`src/hdl/dse_pkg.sv`:
```
// Package with constants and types of the DPSK scrambler and differential codec.
package dse_pkg;

  // Bit rate, baud rate and the 200 MHz system clock.
  localparam int unsigned BIT_RATE_HZ      = 1200;
  localparam int unsigned BAUD_RATE_HZ     = 600;
  localparam int unsigned SYS_CLK_HZ       = 200000000;
  localparam int unsigned BITS_PER_SYMBOL  = BIT_RATE_HZ / BAUD_RATE_HZ;

  // Scrambler taps, counted in bit periods back from the current bit.
  localparam int unsigned SCR_LEN          = 17;
  localparam int unsigned SCR_TAP_A        = 14;
  localparam int unsigned SCR_TAP_B        = 17;
  localparam logic [16:0] SCR_RESET        = 17'h00000;

  // Total phase in quarter turns: 0, 90, 180 and 270 degrees.
  typedef enum logic [1:0] {
    DSE_PH_0   = 2'b00,
    DSE_PH_90  = 2'b01,
    DSE_PH_180 = 2'b10,
    DSE_PH_270 = 2'b11
  } dse_phase_t;

  localparam dse_phase_t PHASE_RESET       = DSE_PH_0;

  // Two's complement symbol component: +1, 0 or -1.
  localparam logic [1:0] AMP_POS           = 2'h1;
  localparam logic [1:0] AMP_ZERO          = 2'h0;
  localparam logic [1:0] AMP_NEG           = 2'h3;

  typedef struct packed {
    logic [1:0] i;
    logic [1:0] q;
  } dse_iq_t;

  // Dibit with the earlier bit in the upper position.
  typedef struct packed {
    logic       valid;
    logic [1:0] bits;
  } dse_dibit_t;

  // Dibit to phase change: 00->90, 01->0, 10->180, 11->270 degrees.
  function automatic dse_phase_t dibit_to_delta(input logic [1:0] d);
    case (d)
      2'h0:    dibit_to_delta = DSE_PH_90;
      2'h1:    dibit_to_delta = DSE_PH_0;
      2'h2:    dibit_to_delta = DSE_PH_180;
      default: dibit_to_delta = DSE_PH_270;
    endcase
  endfunction

  // Inverse of dibit_to_delta.
  function automatic logic [1:0] delta_to_dibit(input dse_phase_t p);
    case (p)
      DSE_PH_90:  delta_to_dibit = 2'h0;
      DSE_PH_0:   delta_to_dibit = 2'h1;
      DSE_PH_180: delta_to_dibit = 2'h2;
      default:    delta_to_dibit = 2'h3;
    endcase
  endfunction

endpackage

```
`src/hdl/dse_rx_decoder.sv`:
```
// Receive-side differential decoder from received I/Q points back to dibits.
`timescale 1ns/1ps
module dse_rx_decoder
  import dse_pkg::*;
(
  // Clock and reset
  input  wire logic       clk,
  input  wire logic       rst_n,
  // Received point, one per baud
  input  wire logic       rx_stb,
  input  wire dse_iq_t    rx_iq,
  // Recovered dibit
  output dse_dibit_t      dibit
);

  typedef struct packed {
    dse_phase_t prev;
    dse_dibit_t out;
  } dse_rx_state_t;

  dse_rx_state_t s_q;
  dse_rx_state_t s_d;
  dse_phase_t    cur;

  always_comb begin
    s_d           = s_q;
    s_d.out.valid = 1'b0;
    if (rx_iq.i == AMP_POS) begin
      cur = DSE_PH_0;
    end else if (rx_iq.q == AMP_NEG) begin
      cur = DSE_PH_90;
    end else if (rx_iq.i == AMP_NEG) begin
      cur = DSE_PH_180;
    end else begin
      cur = DSE_PH_270;
    end
    if (rx_stb) begin
      s_d.out.bits  = delta_to_dibit(dse_phase_t'(2'(cur - s_q.prev)));
      s_d.out.valid = 1'b1;
      s_d.prev      = cur;
    end
  end

  always_ff @(posedge clk or negedge rst_n) begin
    if (!rst_n) begin
      s_q <= '{prev: PHASE_RESET, out: '{valid: 1'b0, bits: 2'h0}};
    end else begin
      s_q <= s_d;
    end
  end

  assign dibit = s_q.out;

endmodule // dse_rx_decoder

```
`src/hdl/dse_codec.sv`:
```
// Top of the DPSK bit scrambler, dibit encoder and receive decoder.
`timescale 1ns/1ps
// Contract
// - One I/Q symbol is emitted per baud, 600 symbols per second.
// - Two consecutive scrambled bits form one dibit per symbol, giving 1200 bit/s.
// - Dibit 00 gives 90, 01 gives 0, 10 gives 180 and 11 gives 270 degrees of phase change.
// - Total phase is advanced once per symbol by the phase change modulo 360 degrees.
// - Total phase 0, 90, 180, 270 degrees maps to (1,0), (0,-1), (-1,0), (0,1).
// - Each scrambled bit is the input XOR scrambled bits 14 and 17 periods earlier.
// - I and Q hold for a whole baud and change only after every second accepted bit.
// - All points have unit magnitude and carry phase only.
// - Receive finds total phase, subtracts the previous one and maps back to a dibit.
module dse_codec
  import dse_pkg::*;
(
  // Clock and reset
  input  wire logic       SYS_CLK,
  input  wire logic       RST_N,
  // Terminal bit stream, one strobe per bit period
  input  wire logic       BIT_STB,
  input  wire logic       BIT_IN,
  // Transmit symbol
  output dse_iq_t         TX_IQ,
  output logic            TX_SYM_STB,
  output logic            TX_SCR_BIT,
  // Receive points and recovered dibits
  input  wire logic       RX_STB,
  input  wire dse_iq_t    RX_IQ,
  output logic            RX_DIBIT_VLD,
  output logic [1:0]      RX_DIBIT
);

  typedef struct packed {
    logic [16:0] hist;
    logic        half;
    logic        first;
    dse_phase_t  phase;
    dse_iq_t     iq;
    logic        sym_stb;
    logic        scr_bit;
    logic        rx_vld;
    logic [1:0]  rx_bits;
  } dse_state_t;

  dse_state_t s_q;
  dse_state_t s_d;
  dse_dibit_t rx_dibit;
  logic       scr;
  dse_phase_t nxt_phase;

  function automatic dse_iq_t phase_to_iq(input dse_phase_t p);
    dse_iq_t r;
    r = '{i: AMP_ZERO, q: AMP_ZERO};
    case (p)
      DSE_PH_0:   r.i = AMP_POS;
      DSE_PH_90:  r.q = AMP_NEG;
      DSE_PH_180: r.i = AMP_NEG;
      default:    r.q = AMP_POS;
    endcase
    return r;
  endfunction

  // Receive path lives in its own leaf; its outputs are re-registered below.
  dse_rx_decoder u_rx (
    .clk    (SYS_CLK),
    .rst_n  (RST_N),
    .rx_stb (RX_STB),
    .rx_iq  (RX_IQ),
    .dibit  (rx_dibit)
  );

  always_comb begin
    s_d         = s_q;
    s_d.sym_stb = 1'b0;
    scr         = BIT_IN ^ s_q.hist[SCR_TAP_A-1] ^ s_q.hist[SCR_TAP_B-1];
    // Modulo 360 wraps by 2-bit overflow.
    nxt_phase   = dse_phase_t'(2'(s_q.phase + dibit_to_delta({s_q.first, scr})));
    if (BIT_STB) begin
      s_d.hist    = {s_q.hist[SCR_LEN-2:0], scr};
      s_d.scr_bit = scr;
      if (!s_q.half) begin
        s_d.first = scr;
        s_d.half  = 1'b1;
      end else begin
        // Symbol update on every second bit.
        s_d.half    = 1'b0;
        s_d.phase   = nxt_phase;
        s_d.iq      = phase_to_iq(nxt_phase);
        s_d.sym_stb = 1'b1;
      end
    end
    s_d.rx_vld  = rx_dibit.valid;
    s_d.rx_bits = rx_dibit.bits;
  end

  always_ff @(posedge SYS_CLK or negedge RST_N) begin
    if (!RST_N) begin
      s_q <= '{hist: SCR_RESET, half: 1'b0, first: 1'b0, phase: PHASE_RESET,
               iq: '{i: AMP_POS, q: AMP_ZERO}, sym_stb: 1'b0, scr_bit: 1'b0,
               rx_vld: 1'b0, rx_bits: 2'h0};
    end else begin
      s_q <= s_d;
    end
  end

  assign TX_IQ        = s_q.iq;
  assign TX_SYM_STB   = s_q.sym_stb;
  assign TX_SCR_BIT   = s_q.scr_bit;
  assign RX_DIBIT_VLD = s_q.rx_vld;
  assign RX_DIBIT     = s_q.rx_bits;

endmodule // dse_codec

```
`config.mk`:
```
export PLATFORM = sky130hd
export DESIGN_NAME = dse_codec
export DESIGN_NICKNAME = d
export VERILOG_FILES = /design/src/hdl/dse_pkg.sv /design/src/hdl/dse_rx_decoder.sv /design/src/hdl/dse_codec.sv
export SDC_FILE = /design/constraint.sdc
export NUM_CORES = 1
export LEC_CHECK = 0
export BUFFER_PORTS_ARGS = -buffer_cell sky130_fd_sc_hd__buf_2
export CAP_MARGIN = 5
export CORE_MARGIN = 2
export CORE_UTILIZATION = 55
export DETAILED_ROUTE_END_ITERATION = 10
export GPL_ROUTABILITY_DRIVEN = 0
export PLACE_DENSITY = 0.77
export RECOVER_POWER = 100
export SYNTH_ARGS = -nofsm -noshare
export SYNTH_HDL_FRONTEND = slang
export SYNTH_HIERARCHICAL = 1
export SYNTH_SLANG_ARGS = --single-unit
```
`constraint.sdc`:
```
create_clock -name SYS_CLK -period 2.27 [get_ports SYS_CLK]
set_input_delay 0.454 -clock SYS_CLK [delete_from_list [all_inputs] [get_ports SYS_CLK]]
set_output_delay 0.454 -clock SYS_CLK [all_outputs]
set_load 0.02 [all_outputs]
```
==> flow_metrics.py <==
metrics = {
    "die": {
        "die_y_um": 53.8,
        "fp.coreArea_mm2": 0.00241,
        "dieArea_mm2": 0.00289,
        "rows": 18,
        "io_pins": 18,
        "die_x_um": 53.8,
        "start_util": 0.565,
    },
    "synthesis": {
        "syn_inst": 100,
        "ys_ff_latch": 33,
        "syn_area_mm2": 0.00136,
        "syn-num-nets": 113,
        "yosysSeqAreaShare": 0.608,
        "yosysWarnings": 6,
        "synth_cell_types": 21,
        "syn_area_per_cell_um2": 13.6,
    },
    "sta": {
        "setup_ws_ns": 0.468,
        "slew_viol_final": 34,
        "slew_headroom": -0.106,
        "setup_viol": 0,
        "max_freq_mhz": 555,
        "finalCritPeriodShare": 0.794,
        "tns_ns": 0,
        "tightest_slew_ns": 1.66,
        "hold_viol_final": 0,
        "finClkSkew_ns": 0.00242,
        "grt_setup_unrepaired": "no",
        "post-route-min-period_ns": 1.80,
    },
    "global_route": {
        "top_usage_layer": "met2",
        "antenna_found_initial": 0,
        "grt_overflow_total": 0,
        "grt_pass1_wl_mm": 2.91,
        "use_met3": 0.0583,
        "grt_max_degree": 34,
        "grt_use_met2": 0.238,
        "grtUsageMet1": 0.169,
        "grtUsageTotal": 0.148,
        "grt_pass1_vias": 707,
    },
    "detailed_routing": {
        "firstDrtPassIters": 1,
        "via_per_inst": 5.05,
        "drc": 0,
        "vias": 722,
        "wl_mm": 1.78,
        "drt_iter0_drc": 0,
        "wl_per_cell_um": 12.5,
        "antenna_left": 0,
    },
    "worst_setup_path": {
        "rr_endpoint": "TX_IQ[3]",
        "ff2ff_setup_slack_ns": 0.47,
        "critical_path_required_ns": 2.48,
        "crit_path_top_delay_cell": "dfrtp_1",
        "cpMostUsedCell": "xnor2_1",
        "startpoint_type": "flip-flop",
        "arrival_ns": 2.01,
        "crit_fanout": 3,
        "reg2reg_depth": 7,
        "path_buf_inv": 0,
        "path_class": "reg2reg",
        "cp_top_family": "XOR/XNOR gates",
        "slowest_delay_ns": 0.40,
        "reg2reg_from": "s_q[29]",
        "cp-end-kind": "flip-flop",
        "crit_chain": "xor2_1 > xnor2_1 > xor2_1 > ha_1 > xnor2_1 > xnor2_1 > a22o_1",
    },
    "finish": {
        "final_nets": 126,
        "finalNonFillerCells": 143,
        "n_fill_cell": 206,
        "ff_latch_area_um2": 827,
        "n_antenna_cell": 0,
        "layout_commonest_cell": "dfrtp_1",
        "syn_to_final_growth_pct": 6.25,
        "postLayoutCellArea_mm2": 0.00145,
        "multi_input_area_um2": 442,
        "final_cell_mix": "32 x dfrtp_1, 18 x mux2_2, 13 x clkbuf_1",
        "drive_gt1_frac": 0.265,
    },
    "placed_design": {
        "io_buffers": 17,
        "dpl.cell_count": 136,
        "dp_hpwl_mm": 1.26,
        "pre_cts_ws_ns": 0.268,
        "dpl_cell_area_mm2": 0.00141,
    },
    "power_and_ir_drop": {
        "pwr-share-comb": 0.322,
        "pwr-share-clk": 0.166,
        "power.switching_w": 0.000629,
        "p_leak_nw": 0.665,
        "swShare": 0.327,
        "vdd_ir_drop_max_mv": 0.858,
        "power.density_mw_per_mm2": 1330,
        "internal-power_w": 0.00129,
        "p_seq_frac": 0.512,
    },
    "status": {
        "failed_checks": "max-capacitance violations, max-slew violations",
        "outcome": "finished with violations",
    },
    "clock_network": {
        "clockBufferDepth": 2,
        "clk_latency_ns": 0.32,
        "clock-sinks": 33,
        "cts_tree": "yes",
        "clkSlewWorstSetupHoldPaths_ns": 0.09,
        "h-tree-depth": 2,
        "cts_made_buffers": 5,
        "cts_resized": 0,
        "clockRootBuffer": "clkbuf_4",
        "hold_buffers": 0,
        "post_cts_buffers": 0,
    },
    "run": {
        "cap_violations": 1,
    },
    "worst_hold_path": {
        "min_path_cells": 0,
        "min-delay-start": "u_rx/dibit[2]",
        "hold_end": "RX_DIBIT_VLD",
        "hold_path_class": "reg2reg",
    },
}
-- cells in the mapped netlist --
| cell type | number | area share |
|---|---|---|
| nand2_1 | 5 | 0.014 |
| o21ai_0 | 1 | 0.0037 |
| ha_1 | 4 | 0.037 |
| dfstp_2 | 1 | 0.019 |
| o21ai_1 | 1 | 0.0037 |
| nand3_1 | 1 | 0.0037 |
| mux2i_1 | 1 | 0.0074 |
| xor2_1 | 4 | 0.026 |
| xnor2_1 | 5 | 0.032 |
| a31oi_1 | 1 | 0.0046 |
| a21o_1 | 1 | 0.0055 |
| a21oi_1 | 2 | 0.0074 |
| inv_1 | 4 | 0.011 |
| a2bb2oi_1 | 1 | 0.0064 |
| nor2_1 | 5 | 0.014 |
| nand2b_1 | 1 | 0.0046 |
| buf_4 | 9 | 0.050 |
| buf_2 | 2 | 0.0074 |
| dfrtp_1 | 32 | 0.59 |
| a22o_1 | 1 | 0.0064 |
| mux2_2 | 18 | 0.15 |
-- flip-flops by register name, indices dropped and copies added (netlist names) --
name and flops:
u_rx/s_q 2, TX_SYM_STB 1, RX_DIBIT_VLD 1, TX_IQ 3, RX_DIBIT 2, s_q 21, u_rx/dibit 3
-- stage by stage --
step / power, W / util / hold WS (ns)
finish: 0.00192 / 0.600 / 0.375
detailed placement: 0.00165 / 0.584 / 0.357
CTS: 0.00197 / 0.606 / 0.188
floorplan: 0.00154 / - / 0.158
global route: 0.00208 / 0.600 / 0.369
global placement: 0.00160 / 0.584 / 0.333
-- worst reg2reg max path: cells and delay by family (launching register included) --
kind / cells / cell delay [ns]
AO/OA/AOI/OAI: 1 / 0.19
XOR/XNOR: 5 / 0.90
adder cells (fa/ha/maj): 1 / 0.21
flip-flops: 1 / 0.40
-- worst max-delay path by stage --
stage,start,cells after the start,end
2_1_floorplan,RX_IQ[2],7,u_rx/dibit[0]
3_3_place_gp,BIT_IN,8,TX_IQ[3]
3_5_place_dp,BIT_IN,8,TX_IQ[3]
4_1_cts,s_q[29],7,TX_IQ[3]
5_1_grt,s_q[29],7,TX_IQ[1]
6_report,s_q[29],7,TX_IQ[3]
-- power groups by stage --
stage                     Clock [W]  Sequential [W]  Combinational (W)
after floorplan                   0        0.000977           0.000560
after global routing       0.000359         0.00102           0.000698
final                      0.000320        0.000984           0.000619
after CTS                  0.000336        0.000987           0.000650
after detailed placement          0         0.00100           0.000648
after global placement            0        0.000981           0.000616
-- metal layers --
| metal | wire [um] | vias to the layer above |
|---|---|---|
| li1 | - | 347 |
| met1 | 760 | 352 |
| met2 | 876 | 18 |
| met3 | 111 | 5 |
| met4 | 34 | 0 |
| met5 | 0 | - |
-- logic make-up after synthesis --
logic type / after synthesis / synth area share
buf+inv: 15 / 0.0680
compound gates: 8 / 0.0377
mux: 19 / 0.156
flops: 33 / 0.608
fa+ha+maj: 4 / 0.0368
xor+xnor: 9 / 0.0579
simple gates: 12 / 0.0358
-- area by class of cell --
| class | count | share of cell area |
|---|---|---|
| Sequential cell | 33 | 0.572 |
| Multi-Input combinational cell | 52 | 0.305 |
| Timing Repair Buffer | 17 | 0.0484 |
| Clock buffer | 7 | 0.0381 |
| Tap cell | 30 | 0.0260 |
| Inverter | 4 | 0.0104 |
Note: power is estimated with default switching activity, not from simulation.
